===== src/logic/cmb_pkg.sv =====
// Package with the register map, carriers and helpers of the mailbox block.
`default_nettype none
package cmb_pkg;

   // =========================================================
   // Sizes
   localparam int unsigned CMB_PORTS   = 4;
   localparam int unsigned CMB_IDX_W   = 4;
   localparam int unsigned CMB_DATA_W  = 32;
   localparam int unsigned CMB_HOLD_W  = 3;

   // =========================================================
   // Register word indices
   localparam logic [3:0] CMB_IDX_MBOX_VALUE = 4'h0;
   localparam logic [3:0] CMB_IDX_MBOX_SET   = 4'h1;
   localparam logic [3:0] CMB_IDX_MBOX_CLEAR = 4'h2;
   localparam logic [3:0] CMB_IDX_IRQ_CONFIG = 4'h3;
   localparam logic [3:0] CMB_IDX_LOCK_ZERO  = 4'h4;
   localparam logic [3:0] CMB_IDX_LOCK_ONE   = 4'h5;
   localparam logic [3:0] CMB_IDX_HOLD_ZERO  = 4'h6;
   localparam logic [3:0] CMB_IDX_HOLD_ONE   = 4'h7;
   localparam logic [3:0] CMB_IDX_IRQ_FORCE  = 4'h8;
   localparam logic [3:0] CMB_IDX_IRQ_ROUTE  = 4'h9;

   // =========================================================
   // Field positions and reset values
   localparam int unsigned CMB_TAKE_BIT     = 0;
   localparam logic [31:0] CMB_MBOX_RST     = 32'h0000_0000;
   localparam logic [1:0]  CMB_POL_RST      = 2'h0;
   localparam logic [1:0]  CMB_FORCE_RST    = 2'h0;
   localparam logic [1:0]  CMB_ROUTE_RST    = 2'h0;
   localparam logic [2:0]  CMB_HOLD_FREE    = 3'h0;

   // =========================================================
   // Carriers
   typedef struct packed {
      logic                  valid;
      logic                  wr;
      logic [CMB_IDX_W-1:0]  idx;
      logic [CMB_DATA_W-1:0] wdata;
   } cmb_req_t;

   typedef struct packed {
      logic                  ack;
      logic [CMB_DATA_W-1:0] rdata;
   } cmb_rsp_t;

   // =========================================================
   // Helpers
   // Keeps only the lowest set bit: port 0 has the highest priority.
   function automatic logic [3:0] cmb_first_one(input logic [3:0] v);
      logic [3:0] r;
      r = 4'h0;
      for (int i = 3; i >= 0; i--) begin
         if (v[i]) begin
            r = 4'h0;
            r[i] = 1'b1;
         end
      end
      return r;
   endfunction

   // Holder code of a one-hot grant: port index plus one, zero if none.
   function automatic logic [2:0] cmb_code(input logic [3:0] g);
      logic [2:0] c;
      c = CMB_HOLD_FREE;
      for (int i = 0; i < 4; i++) begin
         if (g[i]) begin
            c = 3'(i + 1);
         end
      end
      return c;
   endfunction

endpackage
`default_nettype wire


===== src/logic/cmb_lock_unit.sv =====
// One hardware lock: take by read, release by write, holder tracking.
`timescale 1ns/100ps
`default_nettype none
module cmb_lock_unit import cmb_pkg::*; (
   // Clock and reset
   input  wire logic       clock,
   input  wire logic       sys_rst,
   // Requests from the host ports
   input  wire logic [3:0] take_rd,
   input  wire logic       release_wr,
   // Results
   output logic [3:0]      grant,
   output logic [2:0]      holder_r
);

   // =========================================================
   // Grant logic
   logic       is_free;
   logic [2:0] holder_nxt;

   // A free lock goes to exactly one reader; everyone else sees zero.
   assign is_free = (holder_r == CMB_HOLD_FREE);
   assign grant   = is_free ? cmb_first_one(take_rd) : 4'h0;

   // A grant outranks a release only while free, so a taken lock
   // released in the same cycle as a read ends up free.
   assign holder_nxt = (|grant) ? cmb_code(grant) :
                       release_wr ? CMB_HOLD_FREE :
                       holder_r;

   // Holder register.
   always_ff @(posedge clock or posedge sys_rst) begin
      if (sys_rst) begin
         holder_r <= CMB_HOLD_FREE;
      end else begin
         holder_r <= holder_nxt;
      end
   end
endmodule // cmb_lock_unit
`default_nettype wire


===== src/logic/cmb_mailbox.sv =====
// Mailbox word, two hardware locks and software interrupt lines.
`timescale 1ns/100ps
`default_nettype none
module cmb_mailbox import cmb_pkg::*; (
   // Clock and reset
   input  wire logic     clock,
   input  wire logic     sys_rst,
   // Host ports: 0 internal CPU and PCIe, 1 parallel, 2 serial, 3 mgmt.
   input  wire cmb_req_t host_req [CMB_PORTS],
   output cmb_rsp_t      host_rsp [CMB_PORTS],
   // Software interrupt lines
   output logic [1:0]    soft_irq_to_cpu_r,
   output logic [1:0]    soft_irq_to_ext_r
);

   // =========================================================
   // Address decode
   logic [3:0] wr_on [16];
   logic [3:0] rd_on [16];

   // Per register, one bit per port that hits it this cycle.
   always_comb begin
      for (int r = 0; r < 16; r++) begin
         for (int p = 0; p < 4; p++) begin
            wr_on[r][p] = host_req[p].valid && host_req[p].wr &&
                          (host_req[p].idx == 4'(r));
            rd_on[r][p] = host_req[p].valid && !host_req[p].wr &&
                          (host_req[p].idx == 4'(r));
         end
      end
   end

   // =========================================================
   // Lock instances
   logic [3:0] take_rd0;
   logic [3:0] take_rd1;
   logic       rel0;
   logic       rel1;
   logic [3:0] grant0;
   logic [3:0] grant1;
   logic [2:0] holder0;
   logic [2:0] holder1;

   // The internal CPU and PCIe share port 0, hence one holder code.
   assign take_rd0 = rd_on[CMB_IDX_LOCK_ZERO];
   assign take_rd1 = rd_on[CMB_IDX_LOCK_ONE];

   // Release asks for a one in the take bit from any port.
   always_comb begin
      rel0 = 1'b0;
      rel1 = 1'b0;
      for (int p = 0; p < 4; p++) begin
         rel0 = rel0 | (wr_on[CMB_IDX_LOCK_ZERO][p] &&
                        host_req[p].wdata[CMB_TAKE_BIT]);
         rel1 = rel1 | (wr_on[CMB_IDX_LOCK_ONE][p] &&
                        host_req[p].wdata[CMB_TAKE_BIT]);
      end
   end

   cmb_lock_unit u_lock_zero (
      .clock      (clock),
      .sys_rst    (sys_rst),
      .take_rd    (take_rd0),
      .release_wr (rel0),
      .grant      (grant0),
      .holder_r   (holder0)
   );

   cmb_lock_unit u_lock_one (
      .clock      (clock),
      .sys_rst    (sys_rst),
      .take_rd    (take_rd1),
      .release_wr (rel1),
      .grant      (grant1),
      .holder_r   (holder1)
   );

   // =========================================================
   // Mailbox and configuration next values
   logic [31:0] mbox_r;
   logic [31:0] mbox_nxt;
   logic [1:0]  pol_r;
   logic [1:0]  pol_nxt;
   logic [1:0]  force_r;
   logic [1:0]  force_nxt;
   logic [1:0]  route_r;
   logic [1:0]  route_nxt;

   // Writes are applied from port 3 down to port 0, so that with
   // several writers in one cycle port 0 acts last and its effect holds.
   // Each set or clear is one read-modify-write in a single cycle.
   always_comb begin
      mbox_nxt  = mbox_r;
      pol_nxt   = pol_r;
      force_nxt = force_r;
      route_nxt = route_r;
      for (int p = 3; p >= 0; p--) begin
         if (wr_on[CMB_IDX_MBOX_VALUE][p]) begin
            mbox_nxt = host_req[p].wdata;
         end
         if (wr_on[CMB_IDX_MBOX_SET][p]) begin
            mbox_nxt = mbox_nxt | host_req[p].wdata;
         end
         if (wr_on[CMB_IDX_MBOX_CLEAR][p]) begin
            mbox_nxt = mbox_nxt & ~host_req[p].wdata;
         end
         if (wr_on[CMB_IDX_IRQ_CONFIG][p]) begin
            pol_nxt = host_req[p].wdata[1:0];
         end
         if (wr_on[CMB_IDX_IRQ_FORCE][p]) begin
            force_nxt = host_req[p].wdata[1:0];
         end
         if (wr_on[CMB_IDX_IRQ_ROUTE][p]) begin
            route_nxt = host_req[p].wdata[1:0];
         end
      end
   end

   // Storage for mailbox and configuration.
   always_ff @(posedge clock or posedge sys_rst) begin
      if (sys_rst) begin
         mbox_r  <= CMB_MBOX_RST;
         pol_r   <= CMB_POL_RST;
         force_r <= CMB_FORCE_RST;
         route_r <= CMB_ROUTE_RST;
      end else begin
         mbox_r  <= mbox_nxt;
         pol_r   <= pol_nxt;
         force_r <= force_nxt;
         route_r <= route_nxt;
      end
   end

   // =========================================================
   // Read data
   logic [31:0] rd_val [CMB_PORTS];

   // Take reads return the grant bit; write-only ports read as zero.
   always_comb begin
      for (int p = 0; p < 4; p++) begin
         case (host_req[p].idx)
            CMB_IDX_MBOX_VALUE: rd_val[p] = mbox_r;
            CMB_IDX_IRQ_CONFIG: rd_val[p] = {30'h0, pol_r};
            CMB_IDX_LOCK_ZERO:  rd_val[p] = {31'h0, grant0[p]};
            CMB_IDX_LOCK_ONE:   rd_val[p] = {31'h0, grant1[p]};
            CMB_IDX_HOLD_ZERO:  rd_val[p] = {29'h0, holder0};
            CMB_IDX_HOLD_ONE:   rd_val[p] = {29'h0, holder1};
            CMB_IDX_IRQ_FORCE:  rd_val[p] = {30'h0, force_r};
            CMB_IDX_IRQ_ROUTE:  rd_val[p] = {30'h0, route_r};
            default:            rd_val[p] = 32'h0000_0000;
         endcase
      end
   end

   // Every request is answered one cycle later; write answers carry zero.
   always_ff @(posedge clock or posedge sys_rst) begin
      if (sys_rst) begin
         for (int p = 0; p < 4; p++) begin
            host_rsp[p] <= '0;
         end
      end else begin
         for (int p = 0; p < 4; p++) begin
            host_rsp[p].ack   <= host_req[p].valid;
            host_rsp[p].rdata <= (host_req[p].valid && !host_req[p].wr) ?
                                 rd_val[p] : 32'h0000_0000;
         end
      end
   end

   // =========================================================
   // Software interrupt lines
   logic [1:0] lock_taken;
   logic [1:0] soft_line;

   // Polarity one asserts on taken, zero asserts on free.
   assign lock_taken = {holder1 != CMB_HOLD_FREE,
                        holder0 != CMB_HOLD_FREE};
   assign soft_line  = ~(lock_taken ^ pol_r) | force_r;

   // Registered outputs keep glitches from the decode off the lines.
   always_ff @(posedge clock or posedge sys_rst) begin
      if (sys_rst) begin
         soft_irq_to_cpu_r <= 2'h0;
         soft_irq_to_ext_r <= 2'h0;
      end else begin
         soft_irq_to_cpu_r <= soft_line & ~route_r;
         soft_irq_to_ext_r <= soft_line & route_r;
      end
   end

   logic [3:0] mtouch;
   assign mtouch = wr_on[CMB_IDX_MBOX_VALUE] | wr_on[CMB_IDX_MBOX_SET] |
                   wr_on[CMB_IDX_MBOX_CLEAR];
endmodule // cmb_mailbox
`default_nettype wire


===== config.mk =====
export PLATFORM = sky130hd
export DESIGN_NAME = cmb_mailbox
export DESIGN_NICKNAME = d
export VERILOG_FILES = /design/src/logic/cmb_pkg.sv /design/src/logic/cmb_lock_unit.sv /design/src/logic/cmb_mailbox.sv
export SDC_FILE = /design/constraint.sdc
export NUM_CORES = 1
export LEC_CHECK = 0
export BUFFER_PORTS_ARGS = -buffer_cell sky130_fd_sc_hd__buf_4
export CORE_MARGIN = 1.5
export CORE_UTILIZATION = 45
export DETAILED_ROUTE_END_ITERATION = 6
export PLACE_DENSITY_LB_ADDON = 0.3
export SLEW_MARGIN = 20
export SYNTH_ARGS = -nofsm -noshare
export SYNTH_HDL_FRONTEND = slang
export SYNTH_SLANG_ARGS = --single-unit

===== constraint.sdc =====
create_clock -name clock -period 6.88 [get_ports clock]
set_input_delay 0.344 -clock clock [delete_from_list [all_inputs] [get_ports clock]]
set_output_delay 0.344 -clock clock [all_outputs]
set_load 0.03 [all_outputs]

### Word-level counts from Yosys, hierarchy flattened

Cells that the tools add are included.

| cells by class | value |
|---|---|
| mux-type cells | 54 |
| eq/ne operators | 36 |
| bitwise logic cells | 24 |
| reductions and logical operators | 75 |

Operators by type and width:

| operator | number |
|---|---|
| one-hot mux 32 bit (8 select lines) | 4 |
| two-way mux 32 bit | 16 |
| bitwise AND 32 bit | 4 |
| inverter 32 bit | 4 |
| bitwise OR 32 bit | 4 |
| equality test 4 x 3 -> 1 bit, second input constant | 16 |
| logical AND 1 bit | 56 |
| two-way mux 4 bit | 10 |
| equality test 4 x 2 -> 1 bit, second input constant | 8 |
| equality test 4 bit, second input constant | 8 |
| two-way mux 2 bit | 16 |
| two-way mux 3 bit | 6 |
| equality test 4 x 1 -> 1 bit, second input constant | 4 |
| logical NOT 4 bit | 4 |
| nonzero test 4 bit | 3 |
| OR reduction 4 bit | 2 |
| logical NOT 3 bit | 2 |
| bitwise OR 1 bit | 6 |
| nonzero test 3 bit | 2 |
| bitwise AND 2 bit | 2 |
| logical NOT 1 bit | 4 |
| inverter 2 bit | 2 |
| nonzero test 2 bit | 2 |
| two-way mux 1 bit | 2 |
| other kinds (2) | 2 |

| word-level totals | value |
|---|---|
| flip-flop bits (word level) | 180 |
| output and inout bits | 136 |

### Depth between registers and ports, before layout

| logic depth | value |
|---|---|
| word-level depth | 22 |
| depth in mapped cells | 7 |

### Cells and area by module

A second synthesis with hierarchy kept.

| unflattened totals | value |
|---|---|
| cells, all modules | 879 |
| area total of the unflattened synthesis | 8,989.9 µm² |

By module, submodules not included:

| module | area each (µm²) | times used | cells each | seq. area each (µm²) |
|---|---|---|---|---|
| cmb_mailbox | 8,642.0 | 1 | 841 | 4,354.2 |
| cmb_lock_unit | 173.9 | 2 | 19 | 75.1 |

### Worst setup path after synthesis

No wires, ideal clock.

| timing path | value |
|---|---|
| kind | input port to flip-flop |
| from | in host_req[149] in the netlist's numbering |
| to | reg u_lock_one.holder_r[0] |
| path buffers | 1 |
| path slack | 5.258 ns |
| required time | 6.761 ns |
| cell stages on the path | 6 |
| setup time | 0.119 ns |
| arrival time | 1.503 ns |
| path through | buf_2 > nand2b_1 > or4_1 > nand4_1 > a21oi_1 > a21bo_1 |

| between the ends | value |
|---|---|
| longest elaborated chain between the ends | 9 |
| elaborated cells between the ends (all ways) | 16 |
| those cells by class | eq/ne (1); mux (7); bitwise (3); reduce/logical (5) |

RTL lines:

| item | RTL line | text |
|---|---|---|
| from (decl) | cmb_mailbox.sv:9 | `input wire cmb_req_t host_req [CMB_PORTS],` |
| equality test 4 x 3 -> 1 bit * | cmb_mailbox.sv:26, cmb_mailbox.sv:28 |  |
| logical AND 1 bit | cmb_mailbox.sv:27 | `rd_on[r][p] = host_req[p].valid && !host_req[p].wr &&` |
| two-way mux 4 bit | cmb_pkg.sv:55 | `if (v[i]) begin` |
| two-way mux 4 bit | cmb_lock_unit.sv:23 | `assign grant = is_free ? cmb_first_one(take_rd) : 4'h0;` |
| two-way mux 1 bit | cmb_pkg.sv:68 | `if (g[i]) begin` |
| two-way mux 2 bit (2 in series) | cmb_pkg.sv:68 |  |
| two-way mux 3 bit | cmb_pkg.sv:68 |  |
| two-way mux 3 bit | cmb_lock_unit.sv:27 | `assign holder_nxt = (\|grant) ? cmb_code(grant) :` |
| to (signal assigned) | cmb_lock_unit.sv:36 | `holder_r <= holder_nxt;` |
| to (decl) | cmb_lock_unit.sv:13 | `output logic [2:0] holder_r` |

Every way passes the cells marked *; elsewhere a longest branch is shown, timed or not.
A chain may end at the register's enable or synchronous reset.

### Worst setup path in the final report

| timing path | value |
|---|---|
| from | in host_req[72] in the netlist's numbering |
| to | reg mbox_r[12] |

| between the ends | value |
|---|---|
| longest elaborated chain between the ends | 17 |
| elaborated cells between the ends (all ways) | 21 |
| those cells by class | eq/ne (2); mux (9); bitwise (6); reduce/logical (4) |

RTL lines:

| item | RTL line | text |
|---|---|---|
| logical NOT 4 bit | cmb_mailbox.sv:26 | `(host_req[p].idx == 4'(r));` |
| logical AND 1 bit | cmb_mailbox.sv:25 | `wr_on[r][p] = host_req[p].valid && host_req[p].wr &&` |
| two-way mux 32 bit | cmb_mailbox.sv:98 | `if (wr_on[CMB_IDX_MBOX_VALUE][p]) begin` |
| bitwise OR 32 bit | cmb_mailbox.sv:102 | `mbox_nxt = mbox_nxt \| host_req[p].wdata;` |
| two-way mux 32 bit | cmb_mailbox.sv:101 | `if (wr_on[CMB_IDX_MBOX_SET][p]) begin` |
| bitwise AND 32 bit | cmb_mailbox.sv:105 | `mbox_nxt = mbox_nxt & ~host_req[p].wdata;` |
| two-way mux 32 bit * | cmb_mailbox.sv:104 | `if (wr_on[CMB_IDX_MBOX_CLEAR][p]) begin` |
| two-way mux 32 bit * | cmb_mailbox.sv:98 |  |
| [2 not listed] | n/a |  |
| bitwise AND 32 bit | cmb_mailbox.sv:105 |  |
| two-way mux 32 bit * | cmb_mailbox.sv:104 |  |
| two-way mux 32 bit * | cmb_mailbox.sv:98 |  |
| bitwise OR 32 bit | cmb_mailbox.sv:102 |  |
| two-way mux 32 bit * | cmb_mailbox.sv:101 |  |
| bitwise AND 32 bit | cmb_mailbox.sv:105 |  |
| two-way mux 32 bit * | cmb_mailbox.sv:104 |  |
| net mbox_nxt[12] | cmb_mailbox.sv:81 | `logic [31:0] mbox_nxt;` |
| to (signal assigned) | cmb_mailbox.sv:127 | `mbox_r <= mbox_nxt;` |
| to (decl) | cmb_mailbox.sv:80 | `logic [31:0] mbox_r;` |

Mark *: on every way through the listed nets, which the timed path passes. The rest lies on a longest branch.

==> results_dict.tcl <==
set metrics [dict create \
    synth_fp_nets 987 \
    placementRows 50 \
    period_minus_slack_ps 1980 \
    firstDrtPassIters 6 \
    tns_ps 0 \
    totalWireLength_um 30800 \
    pin_count 290 \
    p_switching_uw 850 \
    final_cells 1370 \
    clkLatencyLatePin_ps 430 \
    multiInputGateArea_um2 4010 \
    gp_congestion 1.01 \
    area_growth_pct 34.4 \
    cts_hold_buf 0 \
    vias 8300 \
    antenna_found_initial 0 \
    dp_hpwl_um 21400 \
    cp_slowest_cell "nor3b_4" \
    synth.distinct_cells 55 \
    path_class "primary input to register" \
    cp_max_fo 22 \
    synth_edf_count 0 \
    gr-usage-all-layers_pct 30.3 \
    vdd_drop_max_mv 0.191 \
    maxSlewViolCount 0 \
    critPathMostFrequentCell "buf_4" \
    synth_flop_cell "dfrtp_1" \
    design_area_um2 11800 \
    fin_util_pct 62.5 \
    power_density_nw_per_um2 237 \
    setup_viol 0 \
    die_y_um 143 \
    rsz0062_at_grt "false" \
    p_leak_nw 5.72 \
    path_cells "buf_4 -> nand4bb_4 -> nor3b_4 -> buf_4 -> a221o_1 -> o21ai_1 -> a22o_1" \
    hold_slack_ps 46.4 \
    hold_path.class "primary input to asynchronous set/reset pin" \
    n_fill_cell 1595 \
    routedWlPerCell_um 22.5 \
    drive_gt1_share_pct 32.3 \
    status "complete, no violations" \
    fp.dieArea_um2 20400 \
    avgSynthCellArea_um2 10.5 \
    vias_per_cell 6.06 \
    core_um2 18900 \
    p_clk_share_pct 35.5 \
    worstSetupStartpointType "primary input" \
    fin_skew_ps 6.58 \
    power_frac_comb_pct 18.0 \
    grt_max_degree 90 \
    drt_iter0_drc 800 \
    ys_seq_area_share_pct 51.3 \
    synth.yosys.warnings 0 \
    crit_path_end_kind "register" \
    die_w_um 143 \
    p_sw_share_pct 30.4 \
    fin_crit_sh_pct 28.8 \
    cap_violations 0 \
    max_clock_freq_mhz 505 \
    clkTransAtPathRegs_ps 70 \
    nets 1251 \
    cts_tree "done" \
    cts_sinks 180 \
    port_buffers 289 \
    seq_area_um2 4500 \
    p_int_mw 1.95 \
    overflow 0 \
    place_area_um2 11200 \
    layout_setup_ws_ps 4900 \
    initial_core_util_pct 46.5 \
    clk_path_buf_depth 2 \
    syn_inst 833 \
    power.total_mw 2.80 \
    grt_pass1_wl_um 46300 \
    synthArstFlopShare_pct 100 \
    grt_pass1_vias 8223 \
    placed_cells 1338 \
    max_slew_margin_pct 39.8 \
    cts_resized 0 \
    tightest_slew_ps 898 \
    seqPwrFrac_pct 46.5 \
    htreeDepth 4 \
    drt.antenna.violating_nets 0 \
    post_cts_buffers 0 \
    ys_ff_latch 180 \
    cp.required_ps 7200 \
    cts_made_buffers 17 \
    synthesis.area_um2 8780 \
    cp.arrival_ps 2300 \
    max_stage_delay_ps 560 \
    post-route-drc-count 0 \
    hold_viol_final 0 \
    antenna_cells 0 \
    root_buffer "clkbuf_16" \
    dp_slack_ps 4540 \
]
cell usage in the layout (no fill, tap or decap), drive strengths merged, types with 3 or more instances in the layout:
master / instances
nand2: 19
a31oi: 4
nand3: 17
o21ai: 49
a22oi: 64
and3: 7
dfrtp: 180
nand4: 10
buf: 309
a32oi: 5
a221oi: 36
nand2b: 11
or2: 5
o22ai: 7
nor4: 4
xor2: 3
mux2i: 16
nor3: 24
nor2: 32
a22o: 32
o22a: 7
inv: 18
nor2b: 17
a21oi: 22
nor3b: 8
clkinv: 3
clkbuf: 18
clkinvlp: 3
and2: 121
a221o: 32
state kept, by name (all words and copies together) (netlist names):
signal and cells:
u_lock_one.holder_r 3, soft_irq_to_ext_r 2, mbox_r 32, u_lock_zero.holder_r 3, soft_irq_to_cpu_r 2, force_r 2, host_rsp 132, route_r 2
pol_r 2
metal layers:
layer | GRT usage (%) | share of wire, %
met5 | 0 | 0
met4 | 15.3 | 4.3
met3 | 6.24 | 8.2
met2 | 49.5 | 48
met1 | 38.1 | 39
worst paths after layout:
path / from / end / slack (ps) / depth (start not counted)
worst max-delay path: host_req[72] / mbox_r[12] / 4900 / 7
worst min-delay path: sys_rst / host_rsp[36] / 50 / 2
worst max register to register: u_lock_zero.holder_r[1] / host_rsp[66] / 5070 / 4
worst min register to register: mbox_r[24] / host_rsp[24] / 560 / 1
max in group asynchronous: sys_rst / mbox_r[11] / 5670 / 3
min in group clock: host_req[151] / host_rsp[131] / 50 / 1
final cells by class:
| type | count | area share [%] |
|---|---|---|
| sequential | 180 | 38.1 |
| multi-input combinational | 577 | 34.0 |
| timing repair buffer | 309 | 19.6 |
| clock buffer | 18 | 3.63 |
| tap | 260 | 2.75 |
| clock inverter | 14 | 1.44 |
| inverter | 12 | 0.424 |
worst max-delay path: cells and delay by family:
kind | cells | cell delay, ps
simple gates | 2 | 860
buf+inv | 2 | 580
compound gates | 3 | 490
cells by family after synthesis:
family | after synthesis | synth area share [%]
xor+xnor | 3 | 0.299
buf+inv | 76 | 3.87
compound gates | 270 | 23.2
flops | 180 | 51.3
mux | 18 | 2.08
simple gates | 286 | 19.2
power groups by stage:
stage	Sequential (mW)	Clock [mW]	Combinational, mW
6_report	1.30	0.994	0.504
5_1_grt	1.31	1.05	0.549
4_1_cts	1.30	1.01	0.502
3_5_place_dp	1.31	0	0.499
3_3_place_gp	1.31	0	0.489
2_1_floorplan	1.28	0	0.285
cell usage after synthesis (5+ instances only):
cell type | n | share of area (%)
a21oi_1 | 22 | 1.3
a221o_1 | 32 | 3.6
a221oi_1 | 36 | 3.6
a22o_1 | 32 | 3.2
a22oi_1 | 64 | 5.5
a32oi_1 | 5 | 0.50
and2_1 | 120 | 8.5
and3_1 | 7 | 0.50
buf_2 | 20 | 1.1
clkbuf_1 | 40 | 1.7
dfrtp_1 | 180 | 51
inv_1 | 12 | 0.51
mux2i_1 | 16 | 1.8
nand2_1 | 19 | 0.81
nand2b_1 | 11 | 0.78
nand3_1 | 17 | 0.97
nand4_1 | 10 | 0.71
nor2_1 | 32 | 1.4
nor2b_1 | 17 | 1.2
nor3_1 | 24 | 1.4
nor3b_1 | 5 | 0.43
o21ai_0 | 18 | 1.0
o21ai_1 | 31 | 1.8
o22a_1 | 7 | 0.70
o22ai_1 | 7 | 0.50
Note: power is estimated with default switching activity, not from simulation.
